File: config.mk
export PLATFORM = sky130hd
export DESIGN_NAME = rch_result_counters
export DESIGN_NICKNAME = d
export VERILOG_FILES = /design/src/hw/rch_pkg.sv /design/src/hw/rch_host_watchdog.sv /design/src/hw/rch_result_counters.sv
export SDC_FILE = /design/constraint.sdc
export NUM_CORES = 2
export LEC_CHECK = 0
export BUFFER_PORTS_ARGS = -buffer_cell sky130_fd_sc_hd__buf_2
export CORE_MARGIN = 2
export CORE_UTILIZATION = 48
export CTS_CLUSTER_SIZE = 28
export DETAILED_ROUTE_END_ITERATION = 16
export PLACE_DENSITY = 0.67
export SLEW_MARGIN = 20
export SYNTH_ARGS = -nofsm -noshare
export SYNTH_HDL_FRONTEND = slang
export SYNTH_HIERARCHICAL = 1
export SYNTH_SLANG_ARGS = --single-unit
File: constraint.sdc
create_clock -name CLK -period 51.6 [get_ports CLK]
set_input_delay 7.74 -clock CLK [delete_from_list [all_inputs] [get_ports CLK]]
set_output_delay 7.74 -clock CLK [all_outputs]
set_load 0.03 [all_outputs]
File: src/hw/rch_pkg.sv
// Package with constants and types for the result counters and host watchdog block
package rch_pkg;
    // ==========================================================
    // Widths and section count
    localparam int RCH_SECTIONS = 2;
    localparam int RCH_TALLY_W = 2;
    localparam int RCH_STEPS = 8;
    localparam int RCH_DATA_W = 16;
    localparam logic [1:0] RCH_TALLY_RST = 2'h0;
    // ==========================================================
    // Timing constants
    localparam int RCH_CLK_NS = 10;
    // Host-loss windows in microseconds, codes 01, 10, 11
    localparam int RCH_WIN1_US = 10000;
    localparam int RCH_WIN2_US = 50000;
    localparam int RCH_WIN3_US = 200000;
    localparam int RCH_WIN1_CYC = (RCH_WIN1_US * 1000) / RCH_CLK_NS;
    localparam int RCH_WIN2_CYC = (RCH_WIN2_US * 1000) / RCH_CLK_NS;
    localparam int RCH_WIN3_CYC = (RCH_WIN3_US * 1000) / RCH_CLK_NS;
    localparam int RCH_WDT_W = 25;
    localparam logic [24:0] RCH_WDT_RST = 25'h0;
    // Mux settle delay base: code n waits (n+1) * base cycles
    localparam int RCH_MUX_BASE_CYC = 64;
    localparam int RCH_MUX_W = 10;
    localparam logic [9:0] RCH_MUX_RST = 10'h0;
    // Heartbeat half period in cycles, gives 50 percent duty
    localparam int RCH_HB_HALF_CYC = 500;
    localparam int RCH_HB_W = 9;
    localparam logic [8:0] RCH_HB_RST = 9'h0;
    // ==========================================================
    // Codes
    localparam logic [1:0] RCH_WIN_OFF = 2'h0;
    // Mux sequencer states
    typedef enum logic [1:0] {RCH_MX_IDLE, RCH_MX_SETTLE, RCH_MX_CONV} rch_mx_t;
endpackage

File: src/hw/rch_host_watchdog.sv
// Host-loss watchdog with pin formatting
`timescale 1ns/1ps
module rch_host_watchdog
    import rch_pkg::*;
#(
    parameter int WIN1_CYC = rch_pkg::RCH_WIN1_CYC,
    parameter int WIN2_CYC = rch_pkg::RCH_WIN2_CYC,
    parameter int WIN3_CYC = rch_pkg::RCH_WIN3_CYC
) (
    input wire logic clk, // Main clock
    input wire logic rst, // Async reset, active high
    input wire logic frame_ok, // Frame with valid command and CRC
    input wire logic [1:0] window_sel, // Host-loss window select
    input wire logic fmt, // Pin format, 0 static
    input wire logic pol, // Polarity, 0 active low
    input wire logic dir, // Pin direction, 1 output
    input wire logic src_sel, // Pin source, 0 host loss
    input wire logic gp_level, // General purpose level when not host loss
    output logic lost_q, // Host-loss state
    output logic pin_q, // Pin output level
    output logic pin_oe_q // Pin output enable
);
    // ==========================================================
    // Watchdog timer
    logic [24:0] wdt_q; // Cycles since last good frame
    logic [24:0] wdt_d; // Next timer value
    logic [8:0] hb_q; // Heartbeat divider
    logic hb_ph_q; // Heartbeat phase
    wire logic enabled = (window_sel != RCH_WIN_OFF); // Nonzero code enables
    wire logic [24:0] limit = (window_sel == 2'h1) ? WIN1_CYC[24:0] :
                              (window_sel == 2'h2) ? WIN2_CYC[24:0] : WIN3_CYC[24:0];
    wire logic expire = enabled && !frame_ok && (wdt_q >= limit - 25'h1);
    wire logic active_lvl = pol; // Pol 0 gives low active
    wire logic idle_lvl = fmt ? (hb_ph_q ^ pol) : ~pol; // Heartbeat in inactive state
    wire logic lvl = lost_q ? active_lvl : idle_lvl;
    wire logic pin_d = src_sel ? gp_level : lvl;

    // Timer restart on good frame, held clear while disabled
    always_comb begin
        if (!enabled || frame_ok) begin
            wdt_d = RCH_WDT_RST;
        end else if (wdt_q == limit) begin
            wdt_d = wdt_q; // Hold at limit
        end else begin
            wdt_d = wdt_q + 25'h1;
        end
    end

    // Timer and sticky host-loss flag
    always_ff @(posedge clk or posedge rst) begin
        if (rst) begin
            wdt_q <= RCH_WDT_RST;
            lost_q <= 1'b0;
        end else begin
            wdt_q <= wdt_d;
            lost_q <= enabled && (lost_q || expire); // Sticky, cleared only by code 00
        end
    end

    // Heartbeat divider, 50 percent duty
    always_ff @(posedge clk or posedge rst) begin
        if (rst) begin
            hb_q <= RCH_HB_RST;
            hb_ph_q <= 1'b0;
        end else if (hb_q == 9'(RCH_HB_HALF_CYC - 1)) begin
            hb_q <= RCH_HB_RST;
            hb_ph_q <= ~hb_ph_q;
        end else begin
            hb_q <= hb_q + 9'h1;
        end
    end

    // Registered pin outputs
    always_ff @(posedge clk or posedge rst) begin
        if (rst) begin
            pin_q <= 1'b1;
            pin_oe_q <= 1'b0;
        end else begin
            pin_q <= pin_d;
            pin_oe_q <= dir;
        end
    end

    a_lost_sticky: assert property (@(posedge clk) disable iff (rst)
        lost_q && enabled |=> lost_q) else $error("host loss dropped while enabled");
    a_lost_clear: assert property (@(posedge clk) disable iff (rst)
        !enabled |=> !lost_q) else $error("host loss not cleared when off");
    a_frame_restart: assert property (@(posedge clk) disable iff (rst)
        frame_ok && !lost_q |=> !lost_q && wdt_q == 25'h0) else $error("good frame did not restart");
endmodule // rch_host_watchdog

File: src/hw/rch_result_counters.sv
// Conversion and sequence tallies, step result buffering, mux delay and host-loss watchdog top
`timescale 1ns/1ps
module rch_result_counters #(
    parameter int WIN1_CYC = rch_pkg::RCH_WIN1_CYC, // Host-loss window for code 01, in cycles
    parameter int WIN2_CYC = rch_pkg::RCH_WIN2_CYC, // Host-loss window for code 10, in cycles
    parameter int WIN3_CYC = rch_pkg::RCH_WIN3_CYC // Host-loss window for code 11, in cycles
) (
    input wire logic CLK, // Main clock 100 MHz
    input wire logic RST, // Async reset, active high
    input wire logic LOW_POWER, // Standby or power-down mode
    input wire logic [1:0] SHUNT_EN, // Shunt converter enable per section
    input wire logic [1:0] VOLT_EN, // Pack voltage converter enable per section
    input wire logic [1:0] SHUNT_DONE, // Shunt conversion done pulse per section
    input wire logic [1:0] VOLT_DONE, // Voltage conversion done pulse per section
    input wire logic [1:0] MUX_EN, // Multiplexed converter enable
    input wire logic [1:0] MUX_START, // Sequence start pulse per mux converter
    input wire logic [2:0] MUX_LAST_STEP_A, // Last step index for converter A
    input wire logic [2:0] MUX_LAST_STEP_B, // Last step index for converter B
    input wire logic [2:0] MUX_DELAY_A, // Mux settle delay code A
    input wire logic [2:0] MUX_DELAY_B, // Mux settle delay code B
    input wire logic [1:0] STEP_DONE, // Step conversion done pulse
    input wire logic [15:0] STEP_DATA_A, // Step result A
    input wire logic [15:0] STEP_DATA_B, // Step result B
    input wire logic READ_BUSY, // Step result read command in progress
    input wire logic FRAME_START, // SPI frame start pulse, latches frame tallies
    input wire logic FRAME_OK, // Frame with valid command and CRC
    input wire logic [1:0] HOST_LOSS_WINDOW_SEL, // Host-loss window select
    input wire logic PIN0_DIRECTION, // 1 output
    input wire logic PIN0_SOURCE_SEL, // 0 host loss source
    input wire logic PIN0_FORMAT, // 0 static levels
    input wire logic HOST_LOSS_POLARITY, // 0 active low
    input wire logic PIN0_GP_LEVEL, // Level when general purpose source
    output logic [1:0] CONVERSION_TALLY_A, // Frame copy of section A tally
    output logic [1:0] CONVERSION_TALLY_B, // Frame copy of section B tally
    output logic [1:0] SEQUENCE_TALLY_A, // Tally for published step results A
    output logic [1:0] SEQUENCE_TALLY_B, // Tally for published step results B
    output logic [1:0] MUX_CONVERT, // Start conversion pulse after settle
    output logic [1:0] SEQ_ACTIVE, // Sequence in progress
    output logic [127:0] STEP_RESULT_A, // Step result regs A, 8 x 16
    output logic [127:0] STEP_RESULT_B, // Step result regs B, 8 x 16
    output logic HOST_LOSS_OUTPUT, // Host-loss state, no status flag
    output logic GENERAL_PIN0, // Pin0 output level
    output logic GENERAL_PIN0_OE // Pin0 output enable
);
    import rch_pkg::*;

    // ==========================================================
    // Helpers
    function automatic logic [1:0] tally_inc(input logic [1:0] v);
        tally_inc = v + 2'h1; // Plain wrap, 11 to 00
    endfunction
    function automatic logic [9:0] settle_cycles(input logic [2:0] code);
        settle_cycles = 10'((int'(code) + 1) * RCH_MUX_BASE_CYC);
    endfunction

    // ==========================================================
    // Conversion tallies
    logic [1:0] conv_q [RCH_SECTIONS]; // Live tallies
    logic [1:0] conv_frame_q [RCH_SECTIONS]; // Frame-latched tallies
    wire logic [1:0] conv_clr = ~(SHUNT_EN | VOLT_EN) | {2{LOW_POWER}};
    // Shunt done counts; voltage done counts only when shunt off
    wire logic [1:0] conv_evt = (SHUNT_EN & SHUNT_DONE) | (~SHUNT_EN & VOLT_EN & VOLT_DONE);

    // Live tallies per section
    always_ff @(posedge CLK or posedge RST) begin
        if (RST) begin
            conv_q[0] <= RCH_TALLY_RST;
            conv_q[1] <= RCH_TALLY_RST;
        end else begin
            for (int i = 0; i < RCH_SECTIONS; i++) begin
                if (conv_clr[i]) begin
                    conv_q[i] <= RCH_TALLY_RST;
                end else if (conv_evt[i]) begin
                    conv_q[i] <= tally_inc(conv_q[i]);
                end
            end
        end
    end

    // Snapshot at frame start with the results it carries
    always_ff @(posedge CLK or posedge RST) begin
        if (RST) begin
            conv_frame_q[0] <= RCH_TALLY_RST;
            conv_frame_q[1] <= RCH_TALLY_RST;
        end else if (FRAME_START) begin
            conv_frame_q[0] <= conv_q[0];
            conv_frame_q[1] <= conv_q[1];
        end
    end
    assign CONVERSION_TALLY_A = conv_frame_q[0];
    assign CONVERSION_TALLY_B = conv_frame_q[1];

    // ==========================================================
    // Mux sequencers with settle delay
    rch_mx_t mx_q [2]; // Sequencer state
    logic [9:0] dly_q [2]; // Settle countdown
    logic [2:0] step_q [2]; // Current step index
    logic [1:0] conv_pulse_q; // Start conversion pulses
    logic [1:0] seq_done_q; // Sequence completed pulses
    logic [15:0] work_q [2][RCH_STEPS]; // Results being collected
    wire logic [2:0] last_step [2] = '{MUX_LAST_STEP_A, MUX_LAST_STEP_B};
    wire logic [2:0] dly_code [2] = '{MUX_DELAY_A, MUX_DELAY_B};
    wire logic [15:0] sdata [2] = '{STEP_DATA_A, STEP_DATA_B};
    wire logic [1:0] mx_off = ~MUX_EN | {2{LOW_POWER}};

    // Per converter sequencer: settle, convert, next step
    always_ff @(posedge CLK or posedge RST) begin
        if (RST) begin
            for (int c = 0; c < 2; c++) begin
                mx_q[c] <= RCH_MX_IDLE;
                dly_q[c] <= RCH_MUX_RST;
                step_q[c] <= 3'h0;
                for (int s = 0; s < RCH_STEPS; s++) begin
                    work_q[c][s] <= 16'h0;
                end
            end
            conv_pulse_q <= 2'h0;
            seq_done_q <= 2'h0;
        end else begin
            conv_pulse_q <= 2'h0;
            seq_done_q <= 2'h0;
            for (int c = 0; c < 2; c++) begin
                if (mx_off[c]) begin
                    mx_q[c] <= RCH_MX_IDLE;
                end else begin
                    unique case (mx_q[c])
                        RCH_MX_IDLE: begin
                            if (MUX_START[c]) begin
                                step_q[c] <= 3'h0;
                                dly_q[c] <= settle_cycles(dly_code[c]);
                                mx_q[c] <= RCH_MX_SETTLE;
                            end
                        end
                        RCH_MX_SETTLE: begin
                            if (dly_q[c] == 10'h1) begin
                                conv_pulse_q[c] <= 1'b1; // Settled, convert
                                mx_q[c] <= RCH_MX_CONV;
                            end else begin
                                dly_q[c] <= dly_q[c] - 10'h1;
                            end
                        end
                        RCH_MX_CONV: begin
                            if (STEP_DONE[c]) begin
                                work_q[c][step_q[c]] <= sdata[c];
                                if (step_q[c] == last_step[c]) begin
                                    seq_done_q[c] <= 1'b1;
                                    mx_q[c] <= RCH_MX_IDLE;
                                end else begin
                                    step_q[c] <= step_q[c] + 3'h1;
                                    dly_q[c] <= settle_cycles(dly_code[c]); // Same delay every step
                                    mx_q[c] <= RCH_MX_SETTLE;
                                end
                            end
                        end
                    endcase
                end
            end
        end
    end

    // ==========================================================
    // Sequence tallies and result publishing
    logic [1:0] seq_q [2]; // Live sequence tally
    logic [1:0] seq_pub_q [2]; // Tally of published results
    logic [15:0] pub_q [2][RCH_STEPS]; // Step result regs
    logic [15:0] buf_q [2][RCH_STEPS]; // Hold buffer during reads
    logic [1:0] buf_tally_q [2]; // Tally of buffered results
    logic [1:0] buf_full_q; // Buffer holds pending results
    // Publish when no read is ongoing
    wire logic [1:0] pub_new = seq_done_q & ~{2{READ_BUSY}};
    wire logic [1:0] pub_buf = buf_full_q & ~seq_done_q & ~{2{READ_BUSY}};
    wire logic [1:0] to_buf = seq_done_q & {2{READ_BUSY}};

    always_ff @(posedge CLK or posedge RST) begin
        if (RST) begin
            for (int c = 0; c < 2; c++) begin
                seq_q[c] <= RCH_TALLY_RST;
                seq_pub_q[c] <= RCH_TALLY_RST;
                buf_tally_q[c] <= RCH_TALLY_RST;
                for (int s = 0; s < RCH_STEPS; s++) begin
                    pub_q[c][s] <= 16'h0;
                    buf_q[c][s] <= 16'h0;
                end
            end
            buf_full_q <= 2'h0;
        end else begin
            for (int c = 0; c < 2; c++) begin
                if (mx_off[c]) begin
                    seq_q[c] <= RCH_TALLY_RST;
                    seq_pub_q[c] <= RCH_TALLY_RST;
                    buf_full_q[c] <= 1'b0;
                end else begin
                    if (seq_done_q[c]) begin
                        seq_q[c] <= tally_inc(seq_q[c]);
                    end
                    if (pub_new[c]) begin
                        pub_q[c] <= work_q[c];
                        seq_pub_q[c] <= tally_inc(seq_q[c]); // Tally with its results
                        buf_full_q[c] <= 1'b0;
                    end else if (to_buf[c]) begin
                        buf_q[c] <= work_q[c]; // Held, step regs untouched
                        buf_tally_q[c] <= tally_inc(seq_q[c]);
                        buf_full_q[c] <= 1'b1;
                    end else if (pub_buf[c]) begin
                        pub_q[c] <= buf_q[c]; // After read completes
                        seq_pub_q[c] <= buf_tally_q[c];
                        buf_full_q[c] <= 1'b0;
                    end
                end
            end
        end
    end

    assign SEQUENCE_TALLY_A = seq_pub_q[0];
    assign SEQUENCE_TALLY_B = seq_pub_q[1];
    assign MUX_CONVERT = conv_pulse_q;
    always_comb begin
        SEQ_ACTIVE[0] = (mx_q[0] != RCH_MX_IDLE);
        SEQ_ACTIVE[1] = (mx_q[1] != RCH_MX_IDLE);
    end
    assign STEP_RESULT_A = {pub_q[0][7], pub_q[0][6], pub_q[0][5], pub_q[0][4],
                            pub_q[0][3], pub_q[0][2], pub_q[0][1], pub_q[0][0]};
    assign STEP_RESULT_B = {pub_q[1][7], pub_q[1][6], pub_q[1][5], pub_q[1][4],
                            pub_q[1][3], pub_q[1][2], pub_q[1][1], pub_q[1][0]};

    // ==========================================================
    // Host-loss watchdog, shown on HOST_LOSS_OUTPUT and on the pin
    rch_host_watchdog #(
        .WIN1_CYC(WIN1_CYC),
        .WIN2_CYC(WIN2_CYC),
        .WIN3_CYC(WIN3_CYC)
    ) u_wdt (
        .clk(CLK),
        .rst(RST),
        .frame_ok(FRAME_OK),
        .window_sel(HOST_LOSS_WINDOW_SEL),
        .fmt(PIN0_FORMAT),
        .pol(HOST_LOSS_POLARITY),
        .dir(PIN0_DIRECTION),
        .src_sel(PIN0_SOURCE_SEL),
        .gp_level(PIN0_GP_LEVEL),
        .lost_q(HOST_LOSS_OUTPUT),
        .pin_q(GENERAL_PIN0),
        .pin_oe_q(GENERAL_PIN0_OE)
    );

    // ==========================================================
    // Checks
    a_conv_wrap: assert property (@(posedge CLK) disable iff (RST)
        conv_evt[0] && !conv_clr[0] |=> conv_q[0] == 2'($past(conv_q[0]) + 2'h1))
        else $error("conversion tally did not step");
    a_conv_clear: assert property (@(posedge CLK) disable iff (RST)
        LOW_POWER |=> conv_q[0] == 2'h0 && conv_q[1] == 2'h0) else $error("tally not cleared");
    a_no_overwrite: assert property (@(posedge CLK) disable iff (RST)
        READ_BUSY && $past(READ_BUSY) |-> $stable(STEP_RESULT_A)) else $error("step regs changed in read");
endmodule // rch_result_counters
==> out/metrics.yaml <==
status: "completed"
drtIter0Drc: 1349
routed_wl_um: 84700
grt-ovfl-total: 0
gp_congestion: 0.828
fillers: 6144
grt_max_degree: 193
drc: 0
maxSlewViolCount: 0
core_region_area_sq_um: 74400
placedCellCount: 3967
synth.most_common_cell: "dfrtp_1"
synth_common_cells: "dfrtp_1, mux2_2, nand2_1, o21ai_0, mux2i_1"
drv_cap: 0
clkTransAtPathRegs_ns: 0.06
worstSetupPathType: "input port to flip-flop"
ys_types: 67
io_pins: 342
setup-tns-final_ns: 0
num_vias: 22431
ys_top_cells_by_area: "dfrtp_1, mux2_2, mux2i_1"
clock-root-buffer: "clkbuf_16"
hold_slack_ns: 0.470
ys_seq_area_share_pct: 59.8
num_antenna_cells: 0
crit_chain: "buf_2 -> nand2b_4 -> buf_4 -> buf_4 -> mux2i_1 -> o21ai_0"
syn_area_per_cell_sq_um: 13.0
crit_path_end_kind: "flip-flop"
portBuffers: 341
dr_wl_met2_um: 41600
drt-pass1-iter-count: 7
rsz0062_at_grt: "false"
critical_path_arrival_ns: 10.82
antenna_found_initial: 2
hpwl_um: 54100
crit_path_frequent_cell: "buf_4"
synth_top_cell_by_area: "dfrtp_1"
die_y_um: 278
hp-class: "flip-flop to flip-flop"
cts_buffer_depth: 3
rows: 100
insertion_delay_ns: 0.65
yosysWarnings: 6
max_stage_delay_ns: 0.87
p_leak_uw: 0.0224
irDropWorstVdd_mv: 0.0214
finalCritPeriodShare_pct: 20.1
maxSlewHeadroom_pct: 26.4
routed.top_layer: "met5"
wire_per_inst_um: 20.5
die_w_um: 278
wl_met3_um: 4220
holdBufCountCts: 0
clock_skew_ns: 0.0260
slowest_stage: "buf_4"
synthesis.area_sq_um: 36100
async_reset_ff_share_pct: 100
clock.fmax_ghz: 0.0966
drtAntennaViolNets: 0
synthFlopType: "dfrtp_1"
tritoncts: "done"
cp_max_fo: 53
finalSetupViolations: 0
period_needed_ns: 10.35
layout.cells.non_filler: 4136
area_growth_pct: 15.6
place_ws_ns: 40.60
cts_max_level: 3
synth_seq_cells: 862
cts.sinks: 862
tightest_slew_ns: 1.10
finalInstanceArea_sq_um: 41700
synth_top_area_share_pct: 59.7
post_dp_cell_area_sq_um: 38700
crit_buf_inv: 3
cts-buffers-inserted: 91
finalNetCount: 3199
critPathRequiredTime_ns: 52.07
hold_viol: 0
grt_pass1_wl_um: 132000
powerDensity_nw_per_um2: 33.1
vias_per_cell: 5.42
startpoint_type: "input port"
start_util_pct: 48.5
drive_above_1_share_pct: 33.7
synthCells: 2786
grt_pass1_vias: 23263
fin_ws_ns: 41.25
crit_family: "buffers and inverters"
cts_resized: 0
track_usage_pct: 21.9
die_area_sq_um: 77400
synth-edff-count: 0
post_cts_buffers: 0
wirelength_met1_um: 36700
==> layer usage <==
metal,global-route usage [%],up-vias
met3,4.60,126
met4,6.67,2
li1,-,10422
met1,28.5,11451
met5,0,-
met2,36.9,430
==> layout make-up <==
cell class,instances,area [sq um],share of cell area (%)
clock buffers,136,2660,6.37
clock inverters,30,338,0.810
inverters,28,115,0.276
multi-input cells,1740,13800,33.1
flip-flops and latches,862,21600,51.7
well taps,969,1210,2.91
repair buffers,371,2020,4.83
==> worst min-delay path, cell delays in order (launching register included) <==
cell	delay (ns)
dfrtp_1	0.33
nand2_1	0.04
o21ai_0	0.06
==> state kept, by name (all words and copies together) (netlist names), 4 cells and up <==
| name | cells |
|---|---|
| STEP_RESULT_A | 128 |
| STEP_RESULT_B | 128 |
| buf_q | 256 |
| buf_tally_q | 4 |
| conv_q | 4 |
| dly_q | 20 |
| mx_q | 4 |
| seq_q | 4 |
| step_q | 6 |
| u_wdt/hb_q | 9 |
| u_wdt/wdt_q | 25 |
| work_q | 256 |
==> stage by stage <==
stage	util (%)	power, uW
2_1_floorplan	-	724
3_3_place_gp	51.9	741
3_5_place_dp	51.9	743
4_1_cts	55.9	1400
5_1_grt	56.1	1430
6_report	56.1	1380
==> power by group <==
part / leakage (uW) / switching [uW] / internal, uW
clock network: 0.00148 / 272 / 378
logic: 0.00890 / 35.0 / 12.0
registers: 0.0120 / 3.94 / 680
total: 0.0224 / 311 / 1070
==> final timing paths <==
kind	cells after the start	from	slack, ns	endpoint
max in group asynchronous	5	RST	41.75	STEP_RESULT_A[38]
worst max-delay path	6	READ_BUSY	41.25	STEP_RESULT_B[45]
min in group asynchronous	2	RST	7.24	buf_q[148]
worst min-delay path	2	STEP_RESULT_A[117]	0.47	STEP_RESULT_A[117]
worst max register to register	5	seq_done_q[1]	48.23	STEP_RESULT_B[91]
worst min register to register	2	STEP_RESULT_A[117]	0.47	STEP_RESULT_A[117]
==> logic make-up (layout without fill, tap and decap cells) <==
group	count (synthesis)	count (layout)	share of synthesized area, %
flip-flops	862	862	59.8
multiplexers	786	786	23.6
AND/OR/NAND/NOR	517	517	6.71
AO/OA/AOI/OAI	354	354	5.43
buffers and inverters	186	565	2.16
XOR/XNOR	46	46	1.12
adder cells (fa/ha/maj)	34	34	1.18
other	1	3	0.0104
==> cells in the final DEF (no fill, tap or decap), types with 17 or more instances in the layout <==
cell type / count
clkbuf_16: 91
ha_1: 34
nand3_1: 19
dfrtp_1: 861
mux2_2: 520
clkinv_2: 17
nand2_1: 292
nor2_1: 66
buf_2: 341
clkbuf_8: 21
clkbuf_1: 24
nor3_1: 19
xor2_1: 21
mux2i_1: 265
inv_1: 25
xnor2_1: 25
a21oi_1: 22
buf_4: 23
o21ai_0: 278
Power figures use the tool's default switching activity.
